File: src/shared/nfc_pkg.sv
// Constants for the host-side controller of a NAND flash sequencer.
// Assumes a 100 MHz system clock and an asynchronous strobe bus to the flash.
package nfc_pkg;
  localparam int CLK_MHZ = 100;
  // Command codes
  localparam logic [7:0] CMD_READ_SETUP = 8'h00;
  localparam logic [7:0] CMD_READ_CONF = 8'h30;
  localparam logic [7:0] CMD_CACHE_READ_CONF = 8'h31;
  localparam logic [7:0] CMD_CACHE_READ_EXIT = 8'h34;
  localparam logic [7:0] CMD_COPY_READ = 8'h35;
  localparam logic [7:0] CMD_ERASE_SETUP = 8'h60;
  localparam logic [7:0] CMD_ERASE_CONF = 8'hd0;
  localparam logic [7:0] CMD_STATUS = 8'h70;
  localparam logic [7:0] CMD_COPY_PROG = 8'h85;
  localparam logic [7:0] CMD_PROG_CONF = 8'h10;
  localparam logic [7:0] CMD_CACHE_PROG_CONF = 8'h15;
  localparam logic [7:0] CMD_READ_ID = 8'h90;
  localparam logic [7:0] CMD_RESET = 8'hff;
  localparam logic [7:0] ID_ADDR = 8'h00;
  localparam logic [7:0] STATUS_AFTER_RESET = 8'he0;
  // Status bit positions
  localparam int SR_PASS_CUR = 0;
  localparam int SR_PASS_PREV = 1;
  localparam int SR_ARRAY_RDY = 5;
  localparam int SR_CACHE_RDY = 6;
  // Address layout (x8): block address starts at bit 6 of the row space
  localparam int ROW_CYCLES = 3;
  localparam int ERASE_CYCLES = 2;
  localparam int COL_CYCLES = 2;
  localparam int ID_BYTES = 4;
  // Strobe timing in ns, converted to cycles (rounded up)
  localparam int T_STROBE_NS = 35;
  localparam int T_HOLD_NS = 20;
  localparam int T_WB_NS = 100;
  localparam int T_STROBE_CYC = (T_STROBE_NS * CLK_MHZ + 999) / 1000;
  localparam int T_HOLD_CYC = (T_HOLD_NS * CLK_MHZ + 999) / 1000;
  localparam int T_WB_CYC = (T_WB_NS * CLK_MHZ + 999) / 1000;
  // Host operations
  typedef enum logic [3:0] {
    NFC_OP_ERASE,
    NFC_OP_COPY_READ,
    NFC_OP_COPY_PROG,
    NFC_OP_CACHE_PROG,
    NFC_OP_STATUS,
    NFC_OP_READ_ID,
    NFC_OP_RESET,
    NFC_OP_CACHE_READ,
    NFC_OP_CACHE_EXIT,
    NFC_OP_READ_RESUME
  } nfc_op_e;
endpackage

File: src/verilog/nfc_fifo.sv
// Synchronous FIFO for write data on its way to the flash.
// Assumes one clock; full and empty are exact.
`timescale 1ns/10ps
module nfc_fifo #(
  parameter int WIDTH = 8,
  parameter int DEPTH = 8
) (
  input wire logic clk,
  input wire logic nrst,
  input wire logic [WIDTH-1:0] in_data,
  input wire logic in_valid,
  output logic in_ready,
  output logic [WIDTH-1:0] out_data,
  output logic out_valid,
  input wire logic out_ready
);
  localparam int AW = $clog2(DEPTH);
  logic [WIDTH-1:0] mem [DEPTH];
  logic [AW-1:0] wr_q;
  logic [AW-1:0] rd_q;
  logic [AW:0] cnt_q;
  wire push = in_valid && in_ready;
  wire pop = out_valid && out_ready;
  assign in_ready = cnt_q != (AW+1)'(DEPTH);
  assign out_valid = cnt_q != '0;
  assign out_data = mem[rd_q];
  always_ff @(posedge clk) begin
    if (push) begin
      mem[wr_q] <= in_data;
    end
  end
  always_ff @(posedge clk or negedge nrst) begin
    if (!nrst) begin
      wr_q <= '0;
      rd_q <= '0;
      cnt_q <= '0;
    end else begin
      if (push) begin
        wr_q <= (wr_q == AW'(DEPTH - 1)) ? '0 : wr_q + 1'b1;
      end
      if (pop) begin
        rd_q <= (rd_q == AW'(DEPTH - 1)) ? '0 : rd_q + 1'b1;
      end
      cnt_q <= cnt_q + (AW+1)'(push) - (AW+1)'(pop);
    end
  end
endmodule

File: src/verilog/nfc_host.sv
// Host-side sequencer for erase, copy-back, cache program/read, status, ID, reset.
// Assumes a flash on the strobe pins; ready_busy_n is the pulled-up open-drain line.
// Overview of operation
// - Erase is 60h, two block cycles, D0h
// - 85h, destination, optional data, then 10h
// - Issue 00h before resuming array reads
// - ID is 90h, 00h, four reads
// - Cache program stays inside one block; op_row is not checked against the block of the run
// - Last cached page uses 10h or poll
// - Cache read confirmed with 31h, column zero
// - No random column out; exit at end
`timescale 1ns/10ps
module nfc_host #(
  parameter int FIFO_DEPTH = 8,
  parameter int BUSY_TIMEOUT = 32'd1000000
) (
  input wire logic clk,
  input wire logic nrst,
  // User side
  input wire logic op_valid,
  output logic op_ready,
  input wire nfc_pkg::nfc_op_e op_code,
  input wire logic [23:0] op_row,
  input wire logic [23:0] op_dst_row,
  input wire logic [15:0] op_col,
  input wire logic [11:0] op_len,
  input wire logic op_last,
  input wire logic [7:0] wr_data,
  input wire logic wr_valid,
  output logic wr_ready,
  output logic [7:0] rd_data_q,
  output logic rd_valid_q,
  input wire logic rd_req,
  output logic [7:0] status_q,
  output logic done_q,
  output logic fail_q,
  output logic timeout_q,
  output logic array_busy_q,
  output logic cache_read_active_q,
  // Flash pins
  output logic cle,
  output logic ale,
  output logic chip_sel_n,
  output logic write_strobe_n,
  output logic read_strobe_n,
  output logic write_prot_n,
  output logic [7:0] io_out,
  output logic io_oe,
  input wire logic [7:0] io_in,
  input wire logic ready_busy_n
);
  import nfc_pkg::*;
  typedef enum {
    NFC_IDLE, NFC_CMD1, NFC_ADDR, NFC_DATA, NFC_CMD2, NFC_WB, NFC_WAIT,
    NFC_STAT_CMD, NFC_STAT_RD, NFC_RD, NFC_FIN
  } nfc_state_e;
  nfc_state_e st_q;
  nfc_op_e op_q;
  logic [23:0] row_q;
  logic [15:0] col_q;
  logic [11:0] len_q;
  logic [2:0] acnt_q;
  logic [2:0] alen_q;
  logic [7:0] cmd2_q;
  logic has_cmd2_q;
  logic last_q;
  logic [31:0] tcnt_q;
  logic [7:0] sb_wdata;
  logic [1:0] sb_kind;
  logic sb_req;
  logic sb_done;
  logic [7:0] sb_rdata;
  logic [7:0] f_data;
  logic f_valid;
  logic f_ready;
  // Byte of the address stream: column first, then row
  logic [47:0] addr_bytes;
  assign addr_bytes = {8'h00, row_q, col_q};
  // Erase starts at the first row byte so the block bits land where the flash expects them
  wire [2:0] abase = (op_q == NFC_OP_ERASE) ? 3'd2 : 3'd0;
  wire [7:0] addr_byte = addr_bytes[8*(abase + acnt_q) +: 8];
  nfc_fifo #(.WIDTH(8), .DEPTH(FIFO_DEPTH)) u_fifo (
    .clk(clk),
    .nrst(nrst),
    .in_data(wr_data),
    .in_valid(wr_valid),
    .in_ready(wr_ready),
    .out_data(f_data),
    .out_valid(f_valid),
    .out_ready(f_ready)
  );
  nfc_strobe u_sb (
    .clk(clk),
    .nrst(nrst),
    .req(sb_req),
    .kind(sb_kind),
    .wdata(sb_wdata),
    .done(sb_done),
    .rdata_q(sb_rdata),
    .cle_q(cle),
    .ale_q(ale),
    .write_strobe_n_q(write_strobe_n),
    .read_strobe_n_q(read_strobe_n),
    .io_out_q(io_out),
    .io_oe_q(io_oe),
    .io_in(io_in)
  );
  // First command of each operation
  logic [7:0] cmd1;
  always_comb begin
    case (op_q)
      NFC_OP_ERASE: cmd1 = CMD_ERASE_SETUP;
      NFC_OP_COPY_READ: cmd1 = CMD_READ_SETUP;
      NFC_OP_COPY_PROG: cmd1 = CMD_COPY_PROG;
      NFC_OP_CACHE_PROG: cmd1 = CMD_COPY_PROG;
      NFC_OP_STATUS: cmd1 = CMD_STATUS;
      NFC_OP_READ_ID: cmd1 = CMD_READ_ID;
      NFC_OP_RESET: cmd1 = CMD_RESET;
      NFC_OP_CACHE_READ: cmd1 = CMD_READ_SETUP;
      NFC_OP_CACHE_EXIT: cmd1 = CMD_CACHE_READ_EXIT;
      NFC_OP_READ_RESUME: cmd1 = CMD_READ_SETUP;
      default: cmd1 = CMD_STATUS;
    endcase
  end
  // Busy flash accepts only status, reset and, during a cache read, exit; other orders wait for ready
  wire flash_busy = !ready_busy_n || array_busy_q;
  wire op_allowed = !flash_busy || op_code == NFC_OP_STATUS || op_code == NFC_OP_RESET
    || (op_code == NFC_OP_CACHE_EXIT && cache_read_active_q);
  wire resetting = (op_q == NFC_OP_RESET) && (st_q != NFC_IDLE);
  // Reset order is refused while a reset is still running
  wire reset_block = op_code == NFC_OP_RESET && resetting;
  assign op_ready = (st_q == NFC_IDLE) && op_allowed && !reset_block;
  assign chip_sel_n = 1'b0;
  assign write_prot_n = 1'b1;
  wire timed_out = tcnt_q == 32'(BUSY_TIMEOUT);
  always_comb begin
    sb_req = 1'b0;
    sb_kind = 2'd0;
    sb_wdata = cmd1;
    f_ready = 1'b0;
    case (st_q)
      NFC_CMD1: begin
        sb_req = 1'b1;
      end
      NFC_ADDR: begin
        sb_req = 1'b1;
        sb_kind = 2'd1;
        sb_wdata = addr_byte;
      end
      NFC_DATA: begin
        sb_req = f_valid;
        sb_kind = 2'd2;
        sb_wdata = f_data;
        f_ready = sb_done;
      end
      NFC_CMD2: begin
        sb_req = 1'b1;
        sb_wdata = cmd2_q;
      end
      NFC_STAT_CMD: begin
        sb_req = 1'b1;
        sb_wdata = CMD_STATUS;
      end
      NFC_STAT_RD: begin
        sb_req = 1'b1;
        sb_kind = 2'd3;
      end
      NFC_RD: begin
        sb_req = rd_req && !rd_valid_q;
        sb_kind = 2'd3;
      end
      default: sb_req = 1'b0;
    endcase
  end
  // Per-operation setup
  logic [2:0] alen_d;
  logic [7:0] cmd2_d;
  logic has2_d;
  always_comb begin
    alen_d = 3'd0;
    cmd2_d = CMD_PROG_CONF;
    has2_d = 1'b0;
    case (op_code)
      NFC_OP_ERASE: begin
        alen_d = 3'(ERASE_CYCLES);
        cmd2_d = CMD_ERASE_CONF;
        has2_d = 1'b1;
      end
      NFC_OP_COPY_READ: begin
        alen_d = 3'(COL_CYCLES + ROW_CYCLES);
        cmd2_d = CMD_COPY_READ;
        has2_d = 1'b1;
      end
      NFC_OP_COPY_PROG, NFC_OP_CACHE_PROG: begin
        alen_d = 3'(COL_CYCLES + ROW_CYCLES);
        // Last page of a cached run goes out with 10h so busy tracking is sound
        cmd2_d = (op_code == NFC_OP_CACHE_PROG && !op_last) ?
          CMD_CACHE_PROG_CONF : CMD_PROG_CONF;
        has2_d = 1'b1;
      end
      NFC_OP_READ_ID: alen_d = 3'd1;
      NFC_OP_CACHE_READ: begin
        alen_d = 3'(COL_CYCLES + ROW_CYCLES);
        cmd2_d = CMD_CACHE_READ_CONF;
        has2_d = 1'b1;
      end
      default: alen_d = 3'd0;
    endcase
  end
  always_ff @(posedge clk or negedge nrst) begin
    if (!nrst) begin
      st_q <= NFC_IDLE;
      op_q <= NFC_OP_STATUS;
      row_q <= '0;
      col_q <= '0;
      len_q <= '0;
      acnt_q <= '0;
      alen_q <= '0;
      cmd2_q <= '0;
      has_cmd2_q <= 1'b0;
      last_q <= 1'b0;
      tcnt_q <= '0;
      rd_data_q <= '0;
      rd_valid_q <= 1'b0;
      status_q <= '0;
      done_q <= 1'b0;
      fail_q <= 1'b0;
      timeout_q <= 1'b0;
      array_busy_q <= 1'b0;
      cache_read_active_q <= 1'b0;
    end else begin
      done_q <= 1'b0;
      rd_valid_q <= 1'b0;
      case (st_q)
        NFC_IDLE: begin
          if (op_valid && op_ready) begin
            op_q <= op_code;
            // Erase uses the block field only; page bits forced to zero
            row_q <= (op_code == NFC_OP_ERASE) ? {op_row[23:6], 6'h00} :
              (op_code == NFC_OP_COPY_PROG ? op_dst_row : op_row);
            // Cache read always begins at column zero; ID address is 00h
            col_q <= (op_code == NFC_OP_CACHE_READ) ? 16'h0000 :
              (op_code == NFC_OP_READ_ID ? {8'h00, ID_ADDR} : op_col);
            len_q <= (op_code == NFC_OP_READ_ID) ? 12'(ID_BYTES) : op_len;
            alen_q <= alen_d;
            cmd2_q <= cmd2_d;
            has_cmd2_q <= has2_d;
            last_q <= op_last;
            acnt_q <= '0;
            timeout_q <= 1'b0;
            st_q <= NFC_CMD1;
          end
        end
        NFC_CMD1: if (sb_done) begin
          if (op_q == NFC_OP_CACHE_EXIT) begin
            cache_read_active_q <= 1'b0;
            st_q <= NFC_WB;
          end else if (op_q == NFC_OP_RESET) begin
            array_busy_q <= 1'b0;
            cache_read_active_q <= 1'b0;
            st_q <= NFC_WB;
          end else if (op_q == NFC_OP_STATUS) begin
            st_q <= NFC_STAT_RD;
          end else if (op_q == NFC_OP_READ_RESUME) begin
            st_q <= NFC_FIN;
          end else begin
            st_q <= (alen_q != 3'd0) ? NFC_ADDR : NFC_FIN;
          end
        end
        NFC_ADDR: if (sb_done) begin
          acnt_q <= acnt_q + 3'd1;
          if (acnt_q == alen_q - 3'd1) begin
            if (op_q == NFC_OP_READ_ID) begin
              st_q <= NFC_RD;
            end else if ((op_q == NFC_OP_COPY_PROG || op_q == NFC_OP_CACHE_PROG)
                && len_q != '0) begin
              st_q <= NFC_DATA;
            end else begin
              st_q <= NFC_CMD2;
            end
          end
        end
        NFC_DATA: if (sb_done) begin
          len_q <= len_q - 12'd1;
          if (len_q == 12'd1) begin
            st_q <= NFC_CMD2;
          end
        end
        NFC_CMD2: if (sb_done) begin
          // Write strobe rise of confirm starts the internal operation
          st_q <= NFC_WB;
          if (op_q == NFC_OP_CACHE_PROG && !last_q) begin
            array_busy_q <= 1'b1;
          end
          if (op_q == NFC_OP_CACHE_READ) begin
            cache_read_active_q <= 1'b1;
          end
        end
        NFC_WB: begin
          // Ready/busy is not valid until the flash has had time to drop it
          tcnt_q <= tcnt_q + 32'd1;
          if (tcnt_q == 32'(T_WB_CYC)) begin
            tcnt_q <= '0;
            st_q <= NFC_WAIT;
          end
        end
        NFC_WAIT: begin
          tcnt_q <= tcnt_q + 32'd1;
          if (ready_busy_n) begin
            tcnt_q <= '0;
            // Erase and program results need the status byte
            st_q <= (op_q == NFC_OP_ERASE || op_q == NFC_OP_COPY_PROG
              || op_q == NFC_OP_CACHE_PROG) ? NFC_STAT_CMD :
              (op_q == NFC_OP_CACHE_READ ? NFC_RD : NFC_FIN);
          end else if (timed_out) begin
            timeout_q <= 1'b1;
            tcnt_q <= '0;
            st_q <= NFC_FIN;
          end
        end
        NFC_STAT_CMD: if (sb_done) begin
          st_q <= NFC_STAT_RD;
        end
        NFC_STAT_RD: if (sb_done) begin
          status_q <= sb_rdata;
          // Array ready bit tells when a cached program truly finished
          if (sb_rdata[SR_ARRAY_RDY]) begin
            array_busy_q <= 1'b0;
          end
          if (op_q == NFC_OP_CACHE_PROG && !last_q) begin
            fail_q <= sb_rdata[SR_PASS_PREV];
          end else if (op_q != NFC_OP_STATUS) begin
            fail_q <= sb_rdata[SR_PASS_CUR] | sb_rdata[SR_PASS_PREV];
          end
          st_q <= NFC_FIN;
        end
        NFC_RD: begin
          if (sb_done) begin
            rd_data_q <= sb_rdata;
            rd_valid_q <= 1'b1;
            len_q <= len_q - 12'd1;
            if (len_q == 12'd1) begin
              st_q <= NFC_FIN;
            end
          end
        end
        NFC_FIN: begin
          done_q <= 1'b1;
          st_q <= NFC_IDLE;
        end
        default: st_q <= NFC_IDLE;
      endcase
    end
  end
endmodule

File: src/verilog/nfc_strobe.sv
// Bus cycle engine: one command, address, data-in or data-out cycle per request.
// Assumes flash inputs are synchronous to clk; strobe widths come from the package.
`timescale 1ns/10ps
module nfc_strobe (
  input wire logic clk,
  input wire logic nrst,
  input wire logic req,
  input wire logic [1:0] kind,
  input wire logic [7:0] wdata,
  output logic done,
  output logic [7:0] rdata_q,
  output logic cle_q,
  output logic ale_q,
  output logic write_strobe_n_q,
  output logic read_strobe_n_q,
  output logic [7:0] io_out_q,
  output logic io_oe_q,
  input wire logic [7:0] io_in
);
  import nfc_pkg::*;
  // Kind: 0 command, 1 address, 2 data write, 3 data read
  typedef enum {NFC_SB_IDLE, NFC_SB_LOW, NFC_SB_HIGH} nfc_sb_e;
  nfc_sb_e st_q;
  logic [7:0] cnt_q;
  wire is_read = kind == 2'd3;
  wire low_end = cnt_q == 8'(T_STROBE_CYC - 1);
  wire high_end = cnt_q == 8'(T_HOLD_CYC - 1);
  assign done = (st_q == NFC_SB_HIGH) && high_end;
  always_ff @(posedge clk or negedge nrst) begin
    if (!nrst) begin
      st_q <= NFC_SB_IDLE;
      cnt_q <= '0;
      cle_q <= 1'b0;
      ale_q <= 1'b0;
      write_strobe_n_q <= 1'b1;
      read_strobe_n_q <= 1'b1;
      io_out_q <= '0;
      io_oe_q <= 1'b0;
      rdata_q <= '0;
    end else begin
      case (st_q)
        NFC_SB_IDLE: begin
          cnt_q <= '0;
          if (req) begin
            st_q <= NFC_SB_LOW;
            cle_q <= kind == 2'd0;
            ale_q <= kind == 2'd1;
            io_out_q <= wdata;
            io_oe_q <= !is_read;
            write_strobe_n_q <= is_read;
            read_strobe_n_q <= !is_read;
          end
        end
        NFC_SB_LOW: begin
          cnt_q <= cnt_q + 8'h01;
          if (low_end) begin
            // Sample read data just before the rising read strobe
            if (!read_strobe_n_q) begin
              rdata_q <= io_in;
            end
            write_strobe_n_q <= 1'b1;
            read_strobe_n_q <= 1'b1;
            cnt_q <= '0;
            st_q <= NFC_SB_HIGH;
          end
        end
        NFC_SB_HIGH: begin
          cnt_q <= cnt_q + 8'h01;
          if (high_end) begin
            cle_q <= 1'b0;
            ale_q <= 1'b0;
            io_oe_q <= 1'b0;
            st_q <= NFC_SB_IDLE;
          end
        end
        default: st_q <= NFC_SB_IDLE;
      endcase
    end
  end
endmodule
File: config.mk
export PLATFORM = sky130hd
export DESIGN_NAME = nfc_host
export DESIGN_NICKNAME = d
export VERILOG_FILES = /design/src/shared/nfc_pkg.sv /design/src/verilog/nfc_fifo.sv /design/src/verilog/nfc_host.sv /design/src/verilog/nfc_strobe.sv
export SDC_FILE = /design/constraint.sdc
export NUM_CORES = 1
export LEC_CHECK = 0
export ABC_CLOCK_PERIOD_IN_PS = 7700
export BUFFER_PORTS_ARGS = -buffer_cell sky130_fd_sc_hd__buf_2
export CORE_MARGIN = 3
export CORE_UTILIZATION = 63
export DETAILED_ROUTE_END_ITERATION = 12
export PLACE_DENSITY = 0.94
export SYNTH_ARGS = -nofsm -noshare
export SYNTH_HDL_FRONTEND = slang
export SYNTH_HIERARCHICAL = 1
export SYNTH_SLANG_ARGS = --single-unit
File: constraint.sdc
create_clock -name clk -period 7.7 [get_ports clk]
set_input_delay 0.77 -clock clk [delete_from_list [all_inputs] [get_ports clk]]
set_output_delay 0.77 -clock clk [all_outputs]
set_load 0.02 [all_outputs]
==> flow_metrics.py, run 1 <==
metrics = {
    "synth": {
        "seq_area_frac_synth": 0.507,
        "synth.most_common_cell": "dfrtp_1",
        "ys_async_sr_fraction": 0.723,
        "synth.distinct_cells": 91,
        "avgSynthCellArea_um2": 11.2,
        "syn_inst": 1071,
        "synth_common_cells": "164 x dfrtp_1, 132 x nand2_1, 82 x nor2_1, 81 x o21ai_0, 64 x edfxtp_1",
        "synth_edf_count": 64,
        "ys_warn_count": 6,
        "netlist_area_um2": 12000,
        "ys_top_cells_by_area": "dfrtp_1 34%, edfxtp_1 16%, nand2_1 4.1%",
        "synth_top_area_frac": 0.341,
        "ys.flop_type": "dfrtp_1",
        "ys_ff_latch": 231,
        "yosysTopAreaCell": "dfrtp_1",
        "syn_nets": 1208,
    },
    "finish": {
        "final_core_util": 0.737,
        "layout.cell_area.non_filler_um2": 13600,
        "fillCellCount": 1142,
        "final_layout_size_suffix_gt1_frac": 0.235,
        "layout.nets": 1321,
        "area_delta_synth_final_pct": 12.6,
        "layout.cells.non_filler": 1432,
    },
    "worst_setup_path": {
        "crit_type": "reg2reg",
        "crit_path_max_fanout": 24,
        "cp.arrival_ns": 3.99,
        "critical_path_required_ns": 8.14,
        "reg2regPathDepth": 11,
        "end_kind": "flop",
        "start_kind": "flop",
    },
    "floorplanning": {
        "die-area_um2": 20800,
        "die_h_um": 144,
        "fp.dieW_um": 144,
        "ios": 142,
        "rows": 49,
        "start_util": 0.655,
        "core_um2": 18400,
    },
    "power": {
        "peakVddDrop_uv": 211,
        "power_mw": 4.31,
        "p_leak_nw": 5.82,
        "power.density_nw_per_um2": 318,
    },
    "status": {
        "status": "finished, final reports clean",
    },
    "global_routing": {
        "grt.total_usage": 0.285,
        "grt_pass1_vias": 9035,
        "antenna_found_initial": 1,
        "grt_max_degree": 106,
        "grt_pass1_wl_mm": 47.2,
        "grt_overflow": 0,
    },
    "sta": {
        "finalClockSkew_ns": 0.0103,
        "slew_headroom": 0.0872,
        "hold_violations": 0,
        "tightest_slew_ns": 1.36,
        "setup_ws_ns": 4.15,
        "hold_slack_ns": 0.356,
        "report.final.slew_viol_count": 0,
        "setup_viol_count_final": 0,
        "tns_ns": 0,
        "fmaxAchievable_mhz": 281,
        "fin_crit_sh": 0.461,
        "rsz0062_at_grt": "false",
        "period_needed_ns": 3.55,
    },
    "drt": {
        "dr.pass1.iters": 5,
        "num_vias": 9179,
        "ant_nets": 0,
        "wirelength_mm": 29.7,
        "wl_per_cell_um": 20.8,
        "drcViolationCount": 0,
        "viasPerCell": 6.41,
        "drtIter0Drc": 1016,
    },
    "cts": {
        "cts_buffers": 24,
        "path_clk_slew_ns": 0.06,
        "cts_sinks": 231,
        "cts_tree": "yes",
        "clock-root-buffer": "clkbuf_16",
        "cts_setup_buffers": 0,
        "postCtsHoldBufs": 0,
        "clk_latency_ns": 0.52,
        "cts_buffer_depth": 3,
        "htree_levels": 1,
        "cts_resized": 0,
    },
    "placed_design": {
        "dp.cells": 1387,
        "io_buffers": 139,
        "gp_congestion": 0.915,
        "dp_hpwl_mm": 20.3,
        "placed_area_um2": 12700,
        "pre_cts_ws_ns": 4.36,
    },
    "hold_path": {
        "hold_path.class": "in2async",
    },
    "run": {
        "drv_cap": 0,
    },
}
## cell usage in the layout, fill, tap and decap left out, types with 11 or more instances in the layout
cell,Yosys,final
nand2_1,132,132
nor3_1,24,24
nor2b_1,13,13
edfxtp_1,64,64
buf_2,13,138
mux2_2,31,31
o21ai_0,81,81
inv_1,35,35
nor4_1,11,11
mux2_4,18,18
a22oi_1,11,11
xor2_1,21,21
nand3_1,20,20
clkbuf_16,0,24
mux4_2,14,14
xnor2_1,19,19
mux2i_1,33,33
a21oi_1,32,32
nor2_1,82,82
ha_1,33,33
dfrtp_1,164,164
## layout make-up
class                   count  area (um2)  share of cell area
inverters                  36         135             0.00996
multi-input cells         747        5450               0.402
repair buffers            144         739              0.0545
diodes                      1        2.50            0.000185
clock buffers              32         671              0.0495
clock inverters            12         175              0.0129
well taps                 229         287              0.0211
flip-flops and latches    231        6100               0.450
## path summary, 6_finish.rpt
kind                                 start              end  slack (ns)
worst max register to register     st_q[1]  u_fifo/cnt_q[3]        4.15
min in group clk                u_sb/cle_q       u_sb/cle_q        0.48
worst min-delay path                  nrst     array_busy_q        0.36
worst min register to register  u_sb/cle_q       u_sb/cle_q        0.48
worst max-delay path               st_q[1]  u_fifo/cnt_q[3]        4.15
max in group asynchronous             nrst        col_q[14]        6.02
## metal layers
metal / vias to the layer above / part of all wire / GRT usage / wire (um)
met5: - / 0 / 0 / 0
met4: 0 / 0.060 / 0.152 / 1800
met3: 135 / 0.068 / 0.0443 / 2030
met2: 486 / 0.47 / 0.459 / 14100
met1: 4456 / 0.40 / 0.376 / 11800
li1: 4102 / - / - / -
## flip-flops by register name, summed over array words and instances (netlist names), 5 cells and up
| register | count |
|---|---|
| len_q | 12 |
| u_sb/io_out_q | 8 |
| col_q | 16 |
| cmd2_q | 5 |
| tcnt_q | 32 |
| status_q | 8 |
| row_q | 24 |
| rd_data_q | 8 |
| u_sb/cnt_q | 8 |
| u_sb/rdata_q | 8 |
| u_fifo/mem | 64 |
## power breakdown
group	switching, mW	leakage, nW	internal (mW)
combinational	0.806	2.76	0.599
clock	0.476	0.421	0.749
sequential	0.220	2.64	1.46
total	1.50	5.82	2.80
## cell families (layout without fill, tap and decap cells)
logic type               after synthesis  after routing  share of synthesized area
flip-flops                           231            231                      0.507
AND/OR/NAND/NOR                      363            363                      0.153
buffers and inverters                 93            224                     0.0415
other                                  2              3                   0.000623
multiplexers                         104            104                      0.122
XOR/XNOR                              40             40                     0.0291
adder cells (fa/ha/maj)               35             35                     0.0368
AO/OA/AOI/OAI                        203            203                      0.110
## critical path, stage by stage (launching register included)
cell	delay, ns
dfrtp_1	0.89
nand2_1	0.36
nor3_1	0.68
and2_1	0.22
nand2_1	0.15
inv_1	0.12
ha_1	0.16
inv_1	0.07
ha_1	0.28
a21o_1	0.16
a21oi_1	0.18
xor2_1	0.18
Power figures use the tool's default switching activity.
==> run 2, diff against run 1 <==
--- a/config.mk
+++ b/config.mk
@@ -5,12 +5,12 @@
 export SDC_FILE = /design/constraint.sdc
 export NUM_CORES = 1
 export LEC_CHECK = 0
-export ABC_CLOCK_PERIOD_IN_PS = 7700
+export ABC_CLOCK_PERIOD_IN_PS = 3400
 export BUFFER_PORTS_ARGS = -buffer_cell sky130_fd_sc_hd__buf_2
 export CORE_MARGIN = 3
-export CORE_UTILIZATION = 63
+export CORE_UTILIZATION = 59
 export DETAILED_ROUTE_END_ITERATION = 12
-export PLACE_DENSITY = 0.94
+export PLACE_DENSITY = 0.9
 export SYNTH_ARGS = -nofsm -noshare
 export SYNTH_HDL_FRONTEND = slang
 export SYNTH_HIERARCHICAL = 1
==> constraint.sdc (replaced) <==
create_clock -name clk -period 3.4 [get_ports clk]
set_input_delay 0.34 -clock clk [delete_from_list [all_inputs] [get_ports clk]]
set_output_delay 0.34 -clock clk [all_outputs]
set_load 0.02 [all_outputs]
==> flow_metrics.py, run 2 (same netlist as run 1, synthesis figures left out) <==
metrics = {
    "worst_setup_path": {
        "crit_path_max_fanout": 8,
        "cpMostUsedCell": "ha_1",
        "cp.arrival_ns": 3.59,
        "reg2regPathDepth": 10,
        "cp.depth": 10,
        "critPathTopFamily": "adder cells",
        "r2r_setup_slack_ns": 0.26,
        "crit_chain": "inv_1, ha_1, and2_1, ha_1, ha_1, inv_1, nor3_1, a22oi_1, o221ai_1, mux2_2",
        "crit_start": "op_q[1]",
        "worstReg2RegStart": "op_q[1]",
        "slowest_stage": "nor3_1",
        "r2r_end": "u_sb/io_out_q[6]",
        "start_kind": "flop",
        "critical_path_required_ns": 3.86,
        "crit_type": "reg2reg",
        "endpoint": "u_sb/io_out_q[6]",
        "end_kind": "flop",
        "crit_buf_inv": 2,
        "max_stage_delay_ns": 0.56,
    },
    "sta": {
        "tightest_slew_ns": 1.26,
        "finalClockSkew_ns": 0.0200,
        "setup_ws_ns": 0.262,
        "tns_ns": 0,
        "slew_headroom": 0.149,
        "period_needed_ns": 3.14,
        "report.final.slew_viol_count": 0,
        "fmaxAchievable_mhz": 319,
        "setup_viol_count_final": 0,
        "fin_crit_sh": 0.923,
        "hold_violations": 0,
        "rsz0062_at_grt": "false",
    },
    "drt": {
        "drcViolationCount": 0,
        "dr.pass1.iters": 5,
        "drtIter0Drc": 844,
        "wirelength_mm": 29.2,
        "num_vias": 8971,
        "wl_per_cell_um": 19.7,
        "viasPerCell": 6.05,
        "ant_nets": 0,
    },
    "global_routing": {
        "antenna_found_initial": 2,
        "grt_pass1_vias": 8825,
        "grt_max_degree": 100,
        "grt_pass1_wl_mm": 46.6,
        "grt_overflow": 0,
        "grt.total_usage": 0.265,
    },
    "floorplanning": {
        "fp.dieW_um": 149,
        "die_h_um": 149,
        "die-area_um2": 22200,
        "ios": 142,
        "rows": 51,
        "core_um2": 19800,
        "start_util": 0.609,
    },
    "finish": {
        "final_common_cell": "dfrtp_1",
        "top_regs": "u_fifo/mem (64), tcnt_q (32), row_q (24)",
        "largest_reg_flops": 64,
        "final_layout_size_suffix_gt1_frac": 0.238,
        "layout_common_cells": "164 x dfrtp_1, 138 x buf_2, 132 x nand2_1",
        "layout.cell_area.non_filler_um2": 13700,
        "area_delta_synth_final_pct": 13.4,
        "final_core_util": 0.691,
        "largest_register": "u_fifo/mem",
        "layout.nets": 1334,
    },
    "cts": {
        "cts_resized": 0,
        "cts_buffers": 24,
        "cts_buffer_depth": 3,
        "cts_tree": "yes",
        "clk_latency_ns": 0.53,
        "cts_sinks": 231,
        "path_clk_slew_ns": 0.07,
        "htree_levels": 1,
        "clock-root-buffer": "clkbuf_16",
    },
    "power": {
        "peakVddDrop_uv": 641,
        "p_leak_nw": 5.86,
        "power.density_nw_per_um2": 704,
    },
    "status": {
        "status": "finished, final reports clean",
    },
    "hold_path": {
        "hold_path.startpoint": "io_in[6]",
        "hold_path.class": "in2reg",
    },
    "placed_design": {
        "pre_cts_ws_ns": 0.517,
        "gp_congestion": 0.996,
        "dp_hpwl_mm": 20.3,
        "io_buffers": 139,
        "placed_area_um2": 12900,
    },
    "run": {
        "drv_cap": 0,
    },
}
-- run 2: cell count changes in the layout (fill, tap and decap cells not counted) --
cell           previous run  this run
buf_4                     5        16
clkbuf_16                24        26
clkinv_2                  6         3
bufinv_16                 4         1
dlygate4sd3_1             0         1
clkbuf_1                  4         9
clkinv_8                  1         0
inv_6                     1         0
buf_12                    0         1
diode_2                   1         3
-- run 2: repair_timing --
item                      4_1_cts  5_1_grt
hold endpoints to repair       89        0
hold buffers                    1        0
setup buffers                   0        0
-- run 2: per-stage QoR --
stage               std cells  hold WS [ns]  total power [mW]
finish                   1482        0.0566              9.61
global placement         1435         0.454              6.77
detailed placement       1435         0.458              6.94
global route             1481        0.0461              10.1
floorplan                1071        0.0444              6.10
CTS                      1479        0.0435              9.59
-- run 2: where the power goes --
| part | total (mW) | internal [mW] | switching [mW] |
|---|---|---|---|
| Combinational | 3.29 | 1.40 | 1.88 |
| Clock | 2.61 | 1.56 | 1.05 |
| Sequential | 3.72 | 3.30 | 0.420 |
-- run 2: cell type report --
class,instances,area (um2)
clock inverters,4,45.0
repair buffers,157,852
diodes,3,7.51
flip-flops and latches,231,6100
multi-input cells,747,5450
well taps,265,332
clock buffers,39,739
fillers,1404,6120
inverters,36,135
-- run 2: metal layers --
layer,track usage,part of all wire,vias to the layer above
met3,0.0474,0.064,85
met5,0,0,-
met4,0.114,0.048,0
li1,-,-,4133
met2,0.440,0.49,371
met1,0.344,0.39,4382
-- run 2: worst min path at each step --
stage | end | depth (start not counted) | slack, ns
finish | u_sb/rdata_q[6] | 2 | 0.06
global placement | rd_data_q[7] | 2 | 0.45
CTS | u_sb/rdata_q[2] | 2 | 0.04
detailed placement | rd_data_q[4] | 2 | 0.46
global route | u_sb/rdata_q[6] | 2 | 0.05
floorplan | acnt_q[0] | 0 | 0.04
==> run 3, diff against run 2 <==
--- a/config.mk
+++ b/config.mk
@@ -6,10 +6,11 @@
 export NUM_CORES = 1
 export LEC_CHECK = 0
 export ABC_CLOCK_PERIOD_IN_PS = 3400
-export BUFFER_PORTS_ARGS = -buffer_cell sky130_fd_sc_hd__buf_2
+export BUFFER_PORTS_ARGS = -buffer_cell sky130_fd_sc_hd__buf_4
 export CORE_MARGIN = 3
 export CORE_UTILIZATION = 59
 export DETAILED_ROUTE_END_ITERATION = 12
+export HOLD_SLACK_MARGIN = 0.08
 export PLACE_DENSITY = 0.9
 export SYNTH_ARGS = -nofsm -noshare
 export SYNTH_HDL_FRONTEND = slang
==> flow_metrics.py, run 3 (same netlist as run 1, synthesis figures left out) <==
metrics = {
    "power": {
        "swShare": 0.350,
        "power.density_nw_per_um2": 673,
        "p_clk_frac": 0.260,
        "peakVddDrop_uv": 471,
        "switching_power_mw": 3.34,
        "p_int_mw": 6.21,
        "power_mw": 9.55,
        "power_frac_comb": 0.345,
        "seq_power_share": 0.395,
        "p_leak_nw": 6.04,
    },
    "floorplanning": {
        "die_h_um": 149,
        "core_um2": 19800,
        "start_util": 0.609,
        "fp.dieW_um": 149,
        "rows": 51,
        "die-area_um2": 22200,
        "ios": 142,
    },
    "run": {
        "drv_cap": 0,
    },
    "hold_path": {
        "min_path_cells": 3,
        "hold_path.class": "in2reg",
        "holdPathEnd": "col_q[4]",
        "hold_path.startpoint": "op_col[4]",
    },
    "cts": {
        "cts_buffers": 24,
        "clk_latency_ns": 0.52,
        "cts_buffer_depth": 3,
        "htree_levels": 1,
        "cts_sinks": 231,
        "cts_tree": "yes",
        "clock-root-buffer": "clkbuf_16",
        "path_clk_slew_ns": 0.06,
    },
    "sta": {
        "hold_violations": 0,
        "period_needed_ns": 3.09,
        "report.final.slew_viol_count": 0,
        "tns_ns": 0,
        "fmaxAchievable_mhz": 323,
        "setup_viol_count_final": 0,
        "fin_crit_sh": 0.910,
        "rsz0062_at_grt": "false",
        "tightest_slew_ns": 1.04,
        "slew_headroom": 0.306,
        "finalClockSkew_ns": 0.0126,
    },
    "global_routing": {
        "grt.total_usage": 0.267,
        "grt_pass1_vias": 9219,
        "grt_pass1_wl_mm": 47.4,
        "grt_max_degree": 72,
        "grt_overflow": 0,
        "antenna_found_initial": 0,
    },
    "finish": {
        "layout_common_cells": "164 x dfrtp_1, 157 x buf_4, 132 x nand2_1",
        "diodes": 0,
        "largest_register": "u_fifo/mem",
        "final_layout_size_suffix_gt1_frac": 0.239,
        "layout.nets": 1357,
        "largest_reg_flops": 64,
        "top_regs": "u_fifo/mem (64), tcnt_q (32), row_q (24)",
        "area_delta_synth_final_pct": 17.8,
        "final_common_cell": "dfrtp_1",
    },
    "worst_setup_path": {
        "crit_path_max_fanout": 8,
        "crit_type": "reg2reg",
        "start_kind": "flop",
        "cp.arrival_ns": 3.56,
        "crit_start": "op_q[1]",
        "r2r_setup_slack_ns": 0.31,
        "critical_path_required_ns": 3.86,
        "r2r_end": "u_sb/io_out_q[5]",
        "reg2regPathDepth": 10,
        "end_kind": "flop",
        "worstReg2RegStart": "op_q[1]",
    },
    "drt": {
        "route.met3.wl_mm": 1.99,
        "ant_nets": 0,
        "top_layer": "met4",
        "viasPerCell": 6.06,
        "wl_per_cell_um": 19.7,
        "dr.pass1.iters": 5,
        "wl_met2_mm": 14.8,
        "drcViolationCount": 0,
        "num_vias": 9106,
        "m1WireLength_mm": 11.7,
        "wirelength_mm": 29.5,
        "drtIter0Drc": 858,
    },
    "placed_design": {
        "io_buffers": 139,
        "gp_congestion": 0.926,
        "dp_hpwl_mm": 20.5,
    },
    "status": {
        "status": "finished, final reports clean",
    },
}
[run 3: cell types whose count changed in the layout (fill, tap and decap cells not counted), sizes merged]
cell / delta
buf: +3
bufinv: -1
clkbuf: -5
clkinv: +6
clkinvlp: +1
diode: -3
dlygate4sd3: +20
[run 3: area by class of cell]
| cell class | instances | area (um2) |
|---|---|---|
| clock inverters | 10 | 61.3 |
| clock buffers | 34 | 688 |
| fillers | 1336 | 5590 |
| flip-flops and latches | 231 | 6100 |
| inverters | 36 | 135 |
| repair buffers | 180 | 1420 |
| multi-input cells | 747 | 5450 |
| well taps | 265 | 332 |
[run 3: how the worst max path moves through the flow]
| stage | slack [ns] | cells past startpoint | endpoint |
|---|---|---|---|
| 6_report | 0.31 | 10 | u_sb/io_out_q[5] |
| 5_1_grt | 0.17 | 10 | u_sb/io_out_q[7] |
| 4_1_cts | 0.36 | 10 | u_sb/io_out_q[7] |
| 3_5_place_dp | 0.40 | 10 | u_sb/io_out_q[7] |
| 3_3_place_gp | 0.63 | 11 | u_sb/io_out_q[3] |
| 2_1_floorplan | 0.76 | 10 | u_sb/io_out_q[4] |
[run 3: per-layer routing]
metal	GRT usage	vias to the layer above
li1	-	4168
met1	0.349	4456
met4	0.104	0
met2	0.454	407
met3	0.0407	75
met5	0	-
[run 3: worst max-delay path: stages (launching register included)]
cell      delay [ns]
dfrtp_1         0.46
inv_1           0.14
ha_1            0.29
and2_1          0.18
ha_1            0.18
ha_1            0.40
inv_1           0.18
nor3_1          0.55
a22oi_1         0.22
o221ai_1        0.24
mux2_2          0.21
[run 3: power by group through the flow]
stage	Clock (mW)	Sequential [mW]	Combinational [mW]
final	2.48	3.77	3.30
after global routing	2.65	3.82	3.60
after CTS	2.53	3.76	3.27
after detailed placement	0	3.80	3.22
after global placement	0	3.78	3.09
after floorplan	0	3.63	2.47
[run 3: through the flow]
step / std cells / cell area, um2 / setup WS, ns / hold slack, ns / utilization
after floorplan: 1071 / 12000 / 0.757 / 0.0444 / -
after global placement: 1438 / 13200 / 0.626 / 0.354 / 0.669
after detailed placement: 1438 / 13200 / 0.396 / 0.352 / 0.669
after CTS: 1503 / 14200 / 0.361 / 0.0883 / 0.717
after global routing: 1503 / 14200 / 0.170 / 0.0882 / 0.718
final: 1503 / 14200 / 0.306 / 0.0978 / 0.718
[run 3: what timing repair did]
item | in CTS | in global routing
buffers inserted | 0 | 0
hold endpoints to repair | 132 | 0
gates resized for setup | 0 | 0
hold buffers | 21 | 0
